**src/core/hic_pkg.sv**
```systemverilog
package hic_pkg;

  localparam int ADDR_W = 8;

  // Register byte offsets, one 32-bit word each
  localparam logic [7:0] OFF_STAT_LO = 8'h00;
  localparam logic [7:0] OFF_STAT_HI = 8'h04;
  localparam logic [7:0] OFF_TVEC_LO = 8'h08;
  localparam logic [7:0] OFF_TVEC_HI = 8'h0c;
  localparam logic [7:0] OFF_EN_LO = 8'h10;
  localparam logic [7:0] OFF_EN_HI = 8'h14;
  localparam logic [7:0] OFF_EPC_LO = 8'h18;
  localparam logic [7:0] OFF_EPC_HI = 8'h1c;
  localparam logic [7:0] OFF_CAUSE_LO = 8'h20;
  localparam logic [7:0] OFF_CAUSE_HI = 8'h24;
  localparam logic [7:0] OFF_HART = 8'h28;

  // Status word fields
  localparam int ST_SIE = 1;
  localparam int ST_MIE = 3;
  localparam int ST_SPREV_EN = 5;
  localparam int ST_MPREV_EN = 7;
  localparam int ST_SPREV_PRIV = 8;
  localparam int ST_MPREV_PRIV = 11;

  // Enable mask: writable bits 1,3,5,7,9,11
  localparam logic [11:0] EN_MASK = 12'haaa;
  localparam int EN_MSI = 3;
  localparam int EN_MTI = 7;
  localparam int EN_MEI = 11;

  // Interrupt cause codes
  localparam logic [9:0] CODE_MSI = 10'h003;
  localparam logic [9:0] CODE_MTI = 10'h007;
  localparam logic [9:0] CODE_MEI = 10'h00b;

  // Trap vector modes
  localparam logic [1:0] MODE_DIRECT = 2'h0;
  localparam logic [1:0] MODE_VECTOR = 2'h1;

  // Privilege levels
  localparam logic [1:0] PRIV_U = 2'h0;
  localparam logic [1:0] PRIV_M = 2'h3;

  // Hart word field position of the pending vector
  localparam int HART_PEND = 4;

  localparam logic [1:0] RESP_OKAY   = 2'h0;
  localparam logic [1:0] RESP_SLVERR = 2'h2;

endpackage

```
**src/core/hic_csr.sv**
```systemverilog
// Notes on behaviour
// - Machine interrupt taken with its own mask bit set and either global enable set or privilege below machine.
// - Status holds writable previous-enable bits at 5 and 7.
// - Status holds previous privilege bits at 8 and 12:11, writable.
// - Vector mode comes from vector bits 1:0, only legal values kept.
// - Vector base sits in bits 63:2, only legal values kept.
// - Direct mode sends every trap to the base address.
// - Vectored mode sends interrupts to base plus four times cause code.
// - Vectored base is 64-byte aligned; stored base is forced aligned.
// - External interrupts use cause code 11, so vector to base plus 0x2c.
// - Mask bits 1 and 3 enable software interrupts, readable and writable.
// - Mask bits 5 and 7 enable timer interrupts, readable and writable.
// - Mask bits 9 and 11 enable external interrupts; 63:12 reserved.
// - Interrupt entry saves enable, clears it, saves privilege and pc.
// - Machine return restores privilege, enable and pc from saved copies.
// - Interrupt trap sets cause top bit and interrupt number in low bits.
module hic_csr
  import hic_pkg::*;
(
  input wire logic aclk,
  input wire logic aresetn,
  input wire logic [ADDR_W-1:0] s_axi_awaddr,
  input wire logic s_axi_awvalid,
  output logic s_axi_awready,
  input wire logic [31:0] s_axi_wdata,
  input wire logic [3:0] s_axi_wstrb,
  input wire logic s_axi_wvalid,
  output logic s_axi_wready,
  output logic [1:0] s_axi_bresp,
  output logic s_axi_bvalid,
  input wire logic s_axi_bready,
  input wire logic [ADDR_W-1:0] s_axi_araddr,
  input wire logic s_axi_arvalid,
  output logic s_axi_arready,
  output logic [31:0] s_axi_rdata,
  output logic [1:0] s_axi_rresp,
  output logic s_axi_rvalid,
  input wire logic s_axi_rready,
  input wire logic irq_soft,
  input wire logic irq_timer,
  input wire logic irq_ext,
  input wire logic exc_req,
  input wire logic [9:0] exc_code,
  input wire logic machine_return_instr,
  input wire logic [63:0] pc_in,
  output logic redirect,
  output logic [63:0] redirect_pc,
  output logic [1:0] priv_mode
);

  typedef struct packed {
    logic sie;
    logic mie;
    logic supervisor_prev_enable;
    logic machine_prev_enable;
    logic supervisor_prev_privilege;
    logic [1:0] machine_prev_privilege;
    logic [11:0] en;
    logic [1:0] tv_mode;
    logic [61:0] tv_base;
    logic [63:0] epc;
    logic cause_irq;
    logic [9:0] cause_code;
    logic [1:0] priv;
    logic redirect;
    logic [63:0] redirect_pc;
    logic awready;
    logic wready;
    logic aw_have;
    logic [ADDR_W-1:0] aw_addr;
    logic w_have;
    logic [31:0] wdata;
    logic [3:0] wstrb;
    logic bvalid;
    logic [1:0] bresp;
    logic arready;
    logic rvalid;
    logic [1:0] rresp;
    logic [31:0] rdata;
  } hic_state_s;

  hic_state_s st_q;
  hic_state_s st_d;

  function automatic logic [31:0] merge(input logic [31:0] old,
                                        input logic [31:0] nw,
                                        input logic [3:0] strb);
    logic [31:0] r;
    r = old;
    for (int i = 0; i < 4; i++) begin
      if (strb[i]) begin
        r[8*i +: 8] = nw[8*i +: 8];
      end
    end
    return r;
  endfunction

  logic [11:0] pend;
  logic [11:0] pend_en;
  logic int_take;
  logic [9:0] int_code;
  logic [31:0] stat_lo;
  logic [31:0] tvec_lo;

  // Only machine-level sources arrive here; supervisor pending is elsewhere
  always_comb begin
    pend = 12'h000;
    pend[EN_MSI] = irq_soft;
    pend[EN_MTI] = irq_timer;
    pend[EN_MEI] = irq_ext;
  end

  assign pend_en = pend & st_q.en;
  // Lower privilege is always preempted by an enabled machine interrupt
  assign int_take = (|pend_en) && (st_q.mie || st_q.priv != PRIV_M);

  // Fixed priority: external, then software, then timer
  always_comb begin
    if (pend_en[EN_MEI]) begin
      int_code = CODE_MEI;
    end else if (pend_en[EN_MSI]) begin
      int_code = CODE_MSI;
    end else begin
      int_code = CODE_MTI;
    end
  end

  always_comb begin
    stat_lo = 32'h0000_0000;
    stat_lo[ST_SIE] = st_q.sie;
    stat_lo[ST_MIE] = st_q.mie;
    stat_lo[ST_SPREV_EN] = st_q.supervisor_prev_enable;
    stat_lo[ST_MPREV_EN] = st_q.machine_prev_enable;
    stat_lo[ST_SPREV_PRIV] = st_q.supervisor_prev_privilege;
    stat_lo[ST_MPREV_PRIV +: 2] = st_q.machine_prev_privilege;
    tvec_lo = {st_q.tv_base[29:0], st_q.tv_mode};
  end

  always_comb begin
    logic aw_now;
    logic w_now;
    logic do_wr;
    logic [ADDR_W-1:0] wa;
    logic [31:0] wd;
    logic [3:0] ws;
    logic [31:0] nw;
    logic [63:0] tv;
    logic [31:0] rd;
    logic hit;
    aw_now = 1'b0;
    w_now = 1'b0;
    do_wr = 1'b0;
    wa = '0;
    wd = 32'h0000_0000;
    ws = 4'h0;
    nw = 32'h0000_0000;
    tv = 64'h0;
    rd = 32'h0000_0000;
    hit = 1'b0;
    st_d = st_q;
    st_d.redirect = 1'b0;

    // Write path: address and data taken in either order
    aw_now = st_q.aw_have || (s_axi_awvalid && st_q.awready);
    w_now = st_q.w_have || (s_axi_wvalid && st_q.wready);
    wa = st_q.aw_have ? st_q.aw_addr : s_axi_awaddr;
    wd = st_q.w_have ? st_q.wdata : s_axi_wdata;
    ws = st_q.w_have ? st_q.wstrb : s_axi_wstrb;
    do_wr = aw_now && w_now && !st_q.bvalid;
    if (s_axi_awvalid && st_q.awready) begin
      st_d.aw_have = 1'b1;
      st_d.aw_addr = s_axi_awaddr;
    end
    if (s_axi_wvalid && st_q.wready) begin
      st_d.w_have = 1'b1;
      st_d.wdata = s_axi_wdata;
      st_d.wstrb = s_axi_wstrb;
    end
    if (st_q.bvalid && s_axi_bready) begin
      st_d.bvalid = 1'b0;
    end

    if (do_wr) begin
      st_d.aw_have = 1'b0;
      st_d.w_have = 1'b0;
      st_d.bvalid = 1'b1;
      st_d.bresp = RESP_OKAY;
      tv = {st_q.tv_base, st_q.tv_mode};
      unique case ({wa[7:2], 2'b00})
        OFF_STAT_LO: begin
          nw = merge(stat_lo, wd, ws);
          st_d.sie = nw[ST_SIE];
          st_d.mie = nw[ST_MIE];
          st_d.supervisor_prev_enable = nw[ST_SPREV_EN];
          st_d.machine_prev_enable = nw[ST_MPREV_EN];
          st_d.supervisor_prev_privilege = nw[ST_SPREV_PRIV];
          st_d.machine_prev_privilege = nw[ST_MPREV_PRIV +: 2];
        end
        OFF_TVEC_LO: begin
          nw = merge(tvec_lo, wd, ws);
          tv[31:2] = nw[31:2];
          // Reserved modes are dropped, the old legal mode stays
          if (nw[1:0] == MODE_DIRECT || nw[1:0] == MODE_VECTOR) begin
            tv[1:0] = nw[1:0];
          end
        end
        OFF_TVEC_HI: begin
          tv[63:32] = merge(tv[63:32], wd, ws);
        end
        OFF_EN_LO: begin
          nw = merge({20'h00000, st_q.en}, wd, ws);
          st_d.en = nw[11:0] & EN_MASK;
        end
        OFF_STAT_HI, OFF_EN_HI, OFF_EPC_LO, OFF_EPC_HI, OFF_CAUSE_LO,
        OFF_CAUSE_HI, OFF_HART: begin
          st_d.bresp = RESP_OKAY;
        end
        default: begin
          st_d.bresp = RESP_SLVERR;
        end
      endcase
      // Keep the vectored table aligned even if mode is set after base
      if (tv[1:0] == MODE_VECTOR) begin
        tv[5:2] = 4'h0;
      end
      st_d.tv_mode = tv[1:0];
      st_d.tv_base = tv[63:2];
    end
    st_d.awready = !st_d.aw_have && !st_d.bvalid;
    st_d.wready = !st_d.w_have && !st_d.bvalid;

    // Read path
    if (st_q.rvalid && s_axi_rready) begin
      st_d.rvalid = 1'b0;
    end
    if (s_axi_arvalid && st_q.arready) begin
      hit = 1'b1;
      unique case ({s_axi_araddr[7:2], 2'b00})
        OFF_STAT_LO: rd = stat_lo;
        OFF_TVEC_LO: rd = tvec_lo;
        OFF_TVEC_HI: rd = st_q.tv_base[61:30];
        OFF_EN_LO: rd = {20'h00000, st_q.en};
        OFF_EPC_LO: rd = st_q.epc[31:0];
        OFF_EPC_HI: rd = st_q.epc[63:32];
        OFF_CAUSE_LO: rd = {22'h000000, st_q.cause_code};
        OFF_CAUSE_HI: rd = {st_q.cause_irq, 31'h00000000};
        OFF_HART: rd = {16'h0000, pend, 2'b00, st_q.priv};
        OFF_STAT_HI, OFF_EN_HI: rd = 32'h0000_0000;
        default: hit = 1'b0;
      endcase
      st_d.rvalid = 1'b1;
      st_d.rdata = rd;
      st_d.rresp = hit ? RESP_OKAY : RESP_SLVERR;
    end
    st_d.arready = !st_d.rvalid;

    // Hart events override a register write in the same cycle
    if (exc_req) begin
      st_d.machine_prev_enable = st_q.mie;
      st_d.mie = 1'b0;
      st_d.machine_prev_privilege = st_q.priv;
      st_d.priv = PRIV_M;
      st_d.epc = pc_in;
      st_d.cause_irq = 1'b0;
      st_d.cause_code = exc_code;
      st_d.redirect = 1'b1;
      st_d.redirect_pc = {st_q.tv_base, 2'b00};
    end else if (int_take) begin
      st_d.machine_prev_enable = st_q.mie;
      st_d.mie = 1'b0;
      st_d.machine_prev_privilege = st_q.priv;
      st_d.priv = PRIV_M;
      st_d.epc = pc_in;
      st_d.cause_irq = 1'b1;
      st_d.cause_code = int_code;
      st_d.redirect = 1'b1;
      if (st_q.tv_mode == MODE_VECTOR) begin
        st_d.redirect_pc = {st_q.tv_base, 2'b00} +
                           {52'h0, int_code, 2'b00};
      end else begin
        st_d.redirect_pc = {st_q.tv_base, 2'b00};
      end
    end else if (machine_return_instr) begin
      st_d.priv = st_q.machine_prev_privilege;
      st_d.mie = st_q.machine_prev_enable;
      st_d.machine_prev_enable = 1'b1;
      st_d.machine_prev_privilege = PRIV_U;
      st_d.redirect = 1'b1;
      st_d.redirect_pc = st_q.epc;
    end
  end

  always_ff @(posedge aclk) begin
    if (!aresetn) begin
      st_q <= '0;
      st_q.priv <= PRIV_M;
      st_q.awready <= 1'b1;
      st_q.wready <= 1'b1;
      st_q.arready <= 1'b1;
    end else begin
      st_q <= st_d;
    end
  end

  assign s_axi_awready = st_q.awready;
  assign s_axi_wready = st_q.wready;
  assign s_axi_bvalid = st_q.bvalid;
  assign s_axi_bresp = st_q.bresp;
  assign s_axi_arready = st_q.arready;
  assign s_axi_rvalid = st_q.rvalid;
  assign s_axi_rdata = st_q.rdata;
  assign s_axi_rresp = st_q.rresp;
  assign redirect = st_q.redirect;
  assign redirect_pc = st_q.redirect_pc;
  assign priv_mode = st_q.priv;

  logic irq_entry;
  assign irq_entry = !exc_req && int_take;

  logic do_wr_hi_mode;
  assign do_wr_hi_mode = s_axi_awvalid && st_q.awready && s_axi_wvalid &&
                         st_q.wready && s_axi_wstrb[0] &&
                         s_axi_awaddr == OFF_TVEC_LO &&
                         s_axi_wdata[1:0] > MODE_VECTOR;
endmodule

```
**config.mk**
```make
export PLATFORM = sky130hd
export DESIGN_NAME = hic_csr
export DESIGN_NICKNAME = d
export VERILOG_FILES = /design/src/core/hic_pkg.sv /design/src/core/hic_csr.sv
export SDC_FILE = /design/constraint.sdc
export NUM_CORES = 1
export LEC_CHECK = 0
export ABC_AREA = 1
export BUFFER_PORTS_ARGS = -buffer_cell sky130_fd_sc_hd__buf_2
export CAP_MARGIN = 20
export CORE_MARGIN = 4
export CORE_UTILIZATION = 40
export DETAILED_ROUTE_END_ITERATION = 10
export PLACE_DENSITY = 0.67
export SETUP_SLACK_MARGIN = 0.4
export SLEW_MARGIN = 20
export SYNTH_ARGS = -nofsm -noshare
export SYNTH_HDL_FRONTEND = slang
export SYNTH_SLANG_ARGS = --single-unit
export TNS_END_PERCENT = 100
```
**constraint.sdc**
```tcl
create_clock -name aclk -period 2.6 [get_ports aclk]
set_input_delay 0.13 -clock aclk [delete_from_list [all_inputs] [get_ports aclk]]
set_output_delay 0.13 -clock aclk [all_outputs]
set_load 0.005 [all_outputs]
```
# Word level (Yosys, flattened, before mapping)
# Index checks and enable logic that the tools add are counted.
# classes
add_sub_neg	1
n_eq_ne	31
muxes	52
bitwise_logic	2
reduce_logical	53
# op_table
operator	n
one-hot mux 32 bit (9 select lines)	1
2-to-1 mux 142 bit	1
2-to-1 mux 67 bit	2
2-to-1 mux 32 bit	4
2-to-1 mux 8 bit	13
2-to-1 mux 82 bit	1
2-to-1 mux 75 bit	1
adder 64 x 12 -> 64 bit	1
2-to-1 mux 64 bit	1
== test 6 x 3 -> 1 bit (second input constant)	8
AND reduction 3 bit	16
2-to-1 mux 37 bit	1
== test 6 x 4 -> 1 bit (second input constant)	6
2-to-1 mux 35 bit	1
== test 6 x 2 -> 1 bit (second input constant)	4
OR reduction 11 bit	2
2-to-1 mux 4 bit	4
nonzero test 4 bit	4
bitwise AND 12 bit	1
== test 6 x 1 -> 1 bit (second input constant)	2
logical NOT 6 bit	2
2-to-1 mux 12 bit	1
2-to-1 mux 2 bit	6
OR reduction 12 bit	1
19 further kinds	55
# totals
regBits	306
input_bits	138
out_inout_bits	108
elab_cells	177

# Logic depth before layout (Yosys ltp)
# logic_depth
depth_word	16
mapped_depth	19

# Least setup slack after synthesis
# Ideal clock, no wire load.
# synth_path
path_type	register -> register
start	reg st_q[304] in the netlist's numbering
end	reg st_q, in the netlist redirect_pc[44]
setup_ns	0.132
t_arrival_ns	1.911
required_ns	2.468
slack_ns	0.557
stages_incl_launch_ff	16
n_path_buf	0
cell_sequence	dfxtp_1 nand2_1 nand2_1 inv_2 ha_1 nand3b_1 nand2_1 nand3_1 nor2_1 nand2_2 nor2_2 nand3_1 nand3_1 nand2_1 nand2_1 a21oi_1
# synth_between
elab_chain_len	6
elab_cells_between_ends	9
cone_classes	1 x add/sub; 4 x mux; 1 x bitwise; 3 x reduce/logical
# synth_rtl
item	line_no	rtl
start, declared	hic_csr.sv:82	hic_state_s st_q;
start signal, assigned	hic_csr.sv:301	st_q <= st_d;
bitwise AND 12 bit *	hic_csr.sv:113	assign pend_en = pend & st_q.en;
2-to-1 mux 4 bit	hic_csr.sv:119	if (pend_en[EN_MEI]) begin
adder 64 x 12 -> 64 bit	hic_csr.sv:278	st_d.redirect_pc = {st_q.tv_base, 2'b00} +
2-to-1 mux 64 bit	hic_csr.sv:277	if (st_q.tv_mode == MODE_VECTOR) begin
2-to-1 mux 67 bit	hic_csr.sv:268	end else if (int_take) begin
2-to-1 mux 142 bit	hic_csr.sv:258	if (exc_req) begin
# Every way passes the cells marked *; elsewhere a longest branch is shown, timed or not.
# A chain may end at the register's enable or synchronous reset.

# Final worst setup path
# layout_path
start	reg st_q[304] in the netlist's numbering
end	reg st_q, in the netlist redirect_pc[32]
# The elaborated chain is that of the path after synthesis.

==> results.txt <==
- Outcome: complete, no violations
- Counting both buffers and inverters, the worst setup path holds a total of 2.
- In this run the clock root is driven by a sky130_fd_sc_hd__clkbuf_16.
- GRT Overall Usage: 31.07%
- Type of element launching the critical path: flip-flop
- Antenna violations before repair: 0
* Area leader, netlist: sky130_fd_sc_hd__dfxtp_1
- Once layout is done, the placed cells without fillers occupy 0.02001 mm^2.
- Final Cycle Share: 87.02%
- Synth async-reset ratio: 0%
- Critical register-to-register path startpoint: st_q[304]$_SDFFE_PN0P_
- Minimum hold slack: 53.50 ps
- Instance count along the most critical hold path: 5
* Maximum fanout count along the critical path: 6
- Summed over all cells, the static leakage comes to 8.140 nW.
- Worst Hold Class: in2reg
- For this block, the routed nets add up to 68,330 um of wire.
- Top delay family on crit path: simple AND/OR/NAND/NOR gates
- Data required time of the worst path: 3090 ps
- The die covers 0.04263 mm^2.
- The first global-routing pass estimated 100,100 um of wire.
* Non-filler cells, final: 3,160
- The congestion estimate from routability-driven global placement came to 1.015.
- The synthesized design contains 0 enable-type register cells.
- Via Count: 17,260
- Half-perimeter wire length of the detailed placement result: 51,730 um
- Register area share after synthesis: 38.37%
* DRC violations left: 0
- Arrival time worst endpoint: 2750 ps
- Final count of pins violating max slew: 0
* Headroom to the max-slew limit: 51.68%
* Slowest stage delay, CP: 330 ps
- Worst-case hold path end point: s_axi_rresp[1]$_SDFFE_PN0P_
- CTS built an H-tree with a depth of 2.
- Die Width: 206.5 um
- Library cell contributing the largest single delay on the critical path: sky130_fd_sc_hd__dfxtp_2
* Area growth from synthesis to layout: 27.01%
- Std-Cell Core Area: 0.03883 mm^2
* Average wire per standard cell: 21.62 um
- The hold violation count in the final report is 0.
- The detail route stage leaves a number of antenna-violating nets equal to 0.
- From bottom edge to top edge, the die measures 206.5 um.
- Instance count of the mapped netlist: 2,315
* Via count of the first global-routing pass: 15,930
- Place WS: 31.45 ps
- The worst setup path is of the reg2reg kind.
- Source-to-sink clock delay at the later pin of the worst-skew pair: 550 ps
- Total power consumption of the routed design: 11.68 mW
* Most numerous cell on the critical path: sky130_fd_sc_hd__nand2_2
- TritonCTS clock tree: yes
* Post-synth design cell area: 0.01576 mm^2
- Setup slack of the worst register-to-register path: 340 ps
* First drt pass iteration count: 5
* Total gr overflow: 0
- Crit path time final: 2262 ps
- Cell area after placement: 0.01725 mm^2
- Transition time at the pin with the least slew margin: 717.2 ps
- Logic depth of the worst register-to-register path: 15
* Worst voltage drop across the vdd grid: 0.5815 mV
- STA classifies the critical path endpoint as a flip-flop.
* Avg Vias per Cell: 5.463
* Setup violations, final: 0
* Final Net Count: 2,761
- Synth top area cells: sky130_fd_sc_hd__dfxtp_1, sky130_fd_sc_hd__nand2_1, sky130_fd_sc_hd__a21oi_1
- Number of sinks on the clock net: 302
- Number of placed I/O pins: 246
- The signal on the critical path passes through nand2_2 -> nand2_2 -> inv_2 -> ha_4 -> nand3b_1 -> nand2_2 -> nand3b_1 -> nor3_4 -> buf_12 -> nand3_1 -> nand2_1 -> nand3_1 -> nand2_1 -> nand2_2 -> a21oi_2.
* Starting density of the core: 40.58%
* Unique cell type count in the Yosys netlist: 52
- The tool flagged a number of max-cap violations equal to 0.
- For this run, the share of the core covered by cells in the final layout is 51.54%.
- CTS max path bufs: 3
* RSZ-0062 raised after global routing: yes
- sky130_fd_sc_hd__nand2_1 is the most common cell in the netlist.
- Counting flops and latches in the post-synthesis netlist gives 302.
- Static timing analysis puts the maximum clock frequency at 0.4420 GHz.
- R2r endpoint: redirect_pc[32]$_SDFFE_PN0P_
- Worst Min Path Start: s_axi_araddr[5]
- Final worst clock skew: 28.73 ps
* Inserted Clock Buffers: 35
- Synth Flop Type: sky130_fd_sc_hd__dfxtp_1
* Count of port buffers added during placement: 239
- Row generation in the floorplan step produced 72 rows.
- Including well taps, the total number of placed cells is 2,967.
- Largest net degree at the start of global routing: 73
* Leading post-synthesis cells by instance count: sky130_fd_sc_hd__nand2_1, sky130_fd_sc_hd__dfxtp_1, sky130_fd_sc_hd__a21oi_1, sky130_fd_sc_hd__o21ai_0, sky130_fd_sc_hd__nor2_1
* Sum Neg Setup Slack: 0 ps
* Per-instance average area after synthesis: 6.806 um^2
- Antenna fix cells: 0
* Power density of the placed cells: 583.5 mW/mm^2
- Clock-pin slew was measured on the worst setup and hold paths at 60 ps.
- DRC marker count from the first detailed-route iteration: 1,770
- Fraction of synthesized cell area taken by the top area cell type: 38.37%
- The post-route netlist has 20.74% of its cells at a drive strength greater than 1.
* Worst path setup slack after routing: 337.6 ps
* Total number of yosys warnings: 0
power breakdown:
| group | leakage (nW) | total [mW] | switching [mW] | internal (mW) |
|---|---|---|---|---|
| sequential | 2.48 | 5.13 | 0.218 | 4.91 |
| combinational | 5.12 | 1.68 | 1.06 | 0.628 |
| clock | 0.547 | 4.86 | 2.01 | 2.86 |
| total | 8.14 | 11.7 | 3.28 | 8.40 |
logic make-up after synthesis:
kind of cell	count (synthesis)	synth area share [%]
xor+xnor	2	0.1112
buf+inv	428	13.13
compound gates	706	24.69
other cells	1	0.02380
fa+ha+maj	3	0.2383
simple gates	873	23.43
flops	302	38.37
sequential cells by signal, indices dropped and copies added (netlist names):
signal	flops
priv_mode	2
redirect	1
redirect_pc	64
s_axi_arready	1
s_axi_awready	1
s_axi_bresp	1
s_axi_bvalid	1
s_axi_rdata	32
s_axi_rresp	1
s_axi_rvalid	1
s_axi_wready	1
st_q	196
worst max path at each step:
stage / startpoint / to / slack [ps] / cells after the start
floorplan: st_q[304]$_SDFFE_PN0P_ / redirect_pc[44]$_SDFFE_PN0P_ / 560 / 15
global placement: st_q[304]$_SDFFE_PN0P_ / redirect_pc[53]$_SDFFE_PN0P_ / 70 / 14
detailed placement: st_q[304]$_SDFFE_PN0P_ / redirect_pc[53]$_SDFFE_PN0P_ / 30 / 14
CTS: st_q[84]$_SDFF_PN0_ / st_q[275]$_SDFFE_PN0P_ / 360 / 8
global route: st_q[304]$_SDFFE_PN0P_ / redirect_pc[49]$_SDFFE_PN0P_ / 220 / 17
finish: st_q[304]$_SDFFE_PN0P_ / redirect_pc[32]$_SDFFE_PN0P_ / 340 / 15
worst register-to-register path, cell delays in order, from the launching register on:
cell and delay (ps):
sky130_fd_sc_hd__dfxtp_2 330, sky130_fd_sc_hd__nand2_2 70, sky130_fd_sc_hd__nand2_2 70, sky130_fd_sc_hd__inv_2 50, sky130_fd_sc_hd__ha_4 290, sky130_fd_sc_hd__nand3b_1 90, sky130_fd_sc_hd__nand2_2 130, sky130_fd_sc_hd__nand3b_1 210
sky130_fd_sc_hd__nor3_4 300, sky130_fd_sc_hd__buf_12 160, sky130_fd_sc_hd__nand3_1 70, sky130_fd_sc_hd__nand2_1 80, sky130_fd_sc_hd__nand3_1 60, sky130_fd_sc_hd__nand2_1 80, sky130_fd_sc_hd__nand2_2 70, sky130_fd_sc_hd__a21oi_2 110
final cells by class:
class,count,area [um^2]
Clock buffer,45,943.4
Clock inverter,14,152.6
Fill cell,3830,18820
Inverter,209,790.8
Multi-Input combinational cell,1586,7945
Sequential cell,302,6056
Tap cell,518,648.1
Timing Repair Buffer,486,3476
routing by layer:
| metal | track usage [%] | wire [um] | share of wire [%] |
|---|---|---|---|
| met1 | 47.49 | 32160 | 47 |
| met2 | 45.50 | 28400 | 42 |
| met3 | 5.696 | 6533 | 9.6 |
| met4 | 6.393 | 1235 | 1.8 |
| met5 | 0 | 0 | 0 |
layout by cell type (no fill, tap or decap), types with 25 or more instances in the layout:
master and count:
sky130_fd_sc_hd__nand2_1 447, sky130_fd_sc_hd__dfxtp_1 294, sky130_fd_sc_hd__a21oi_1 265, sky130_fd_sc_hd__o21ai_0 245
sky130_fd_sc_hd__buf_2 238, sky130_fd_sc_hd__nor2_1 216, sky130_fd_sc_hd__inv_1 192, sky130_fd_sc_hd__dlygate4sd3_1 119
sky130_fd_sc_hd__buf_4 113, sky130_fd_sc_hd__nand3_1 76, sky130_fd_sc_hd__o21ai_1 45, sky130_fd_sc_hd__clkbuf_16 35
sky130_fd_sc_hd__o221ai_1 29, sky130_fd_sc_hd__nor3_1 26, sky130_fd_sc_hd__a22oi_1 25
what timing repair did:
item,4_1_cts,5_1_grt
buffers inserted,6,9
resized for setup,32,99
pin swaps,6,26
hold buffers,119,0
setup endpoints to repair,77,111
endpoints found under the hold margin,124,0
Note: power is estimated with default switching activity, not from simulation.
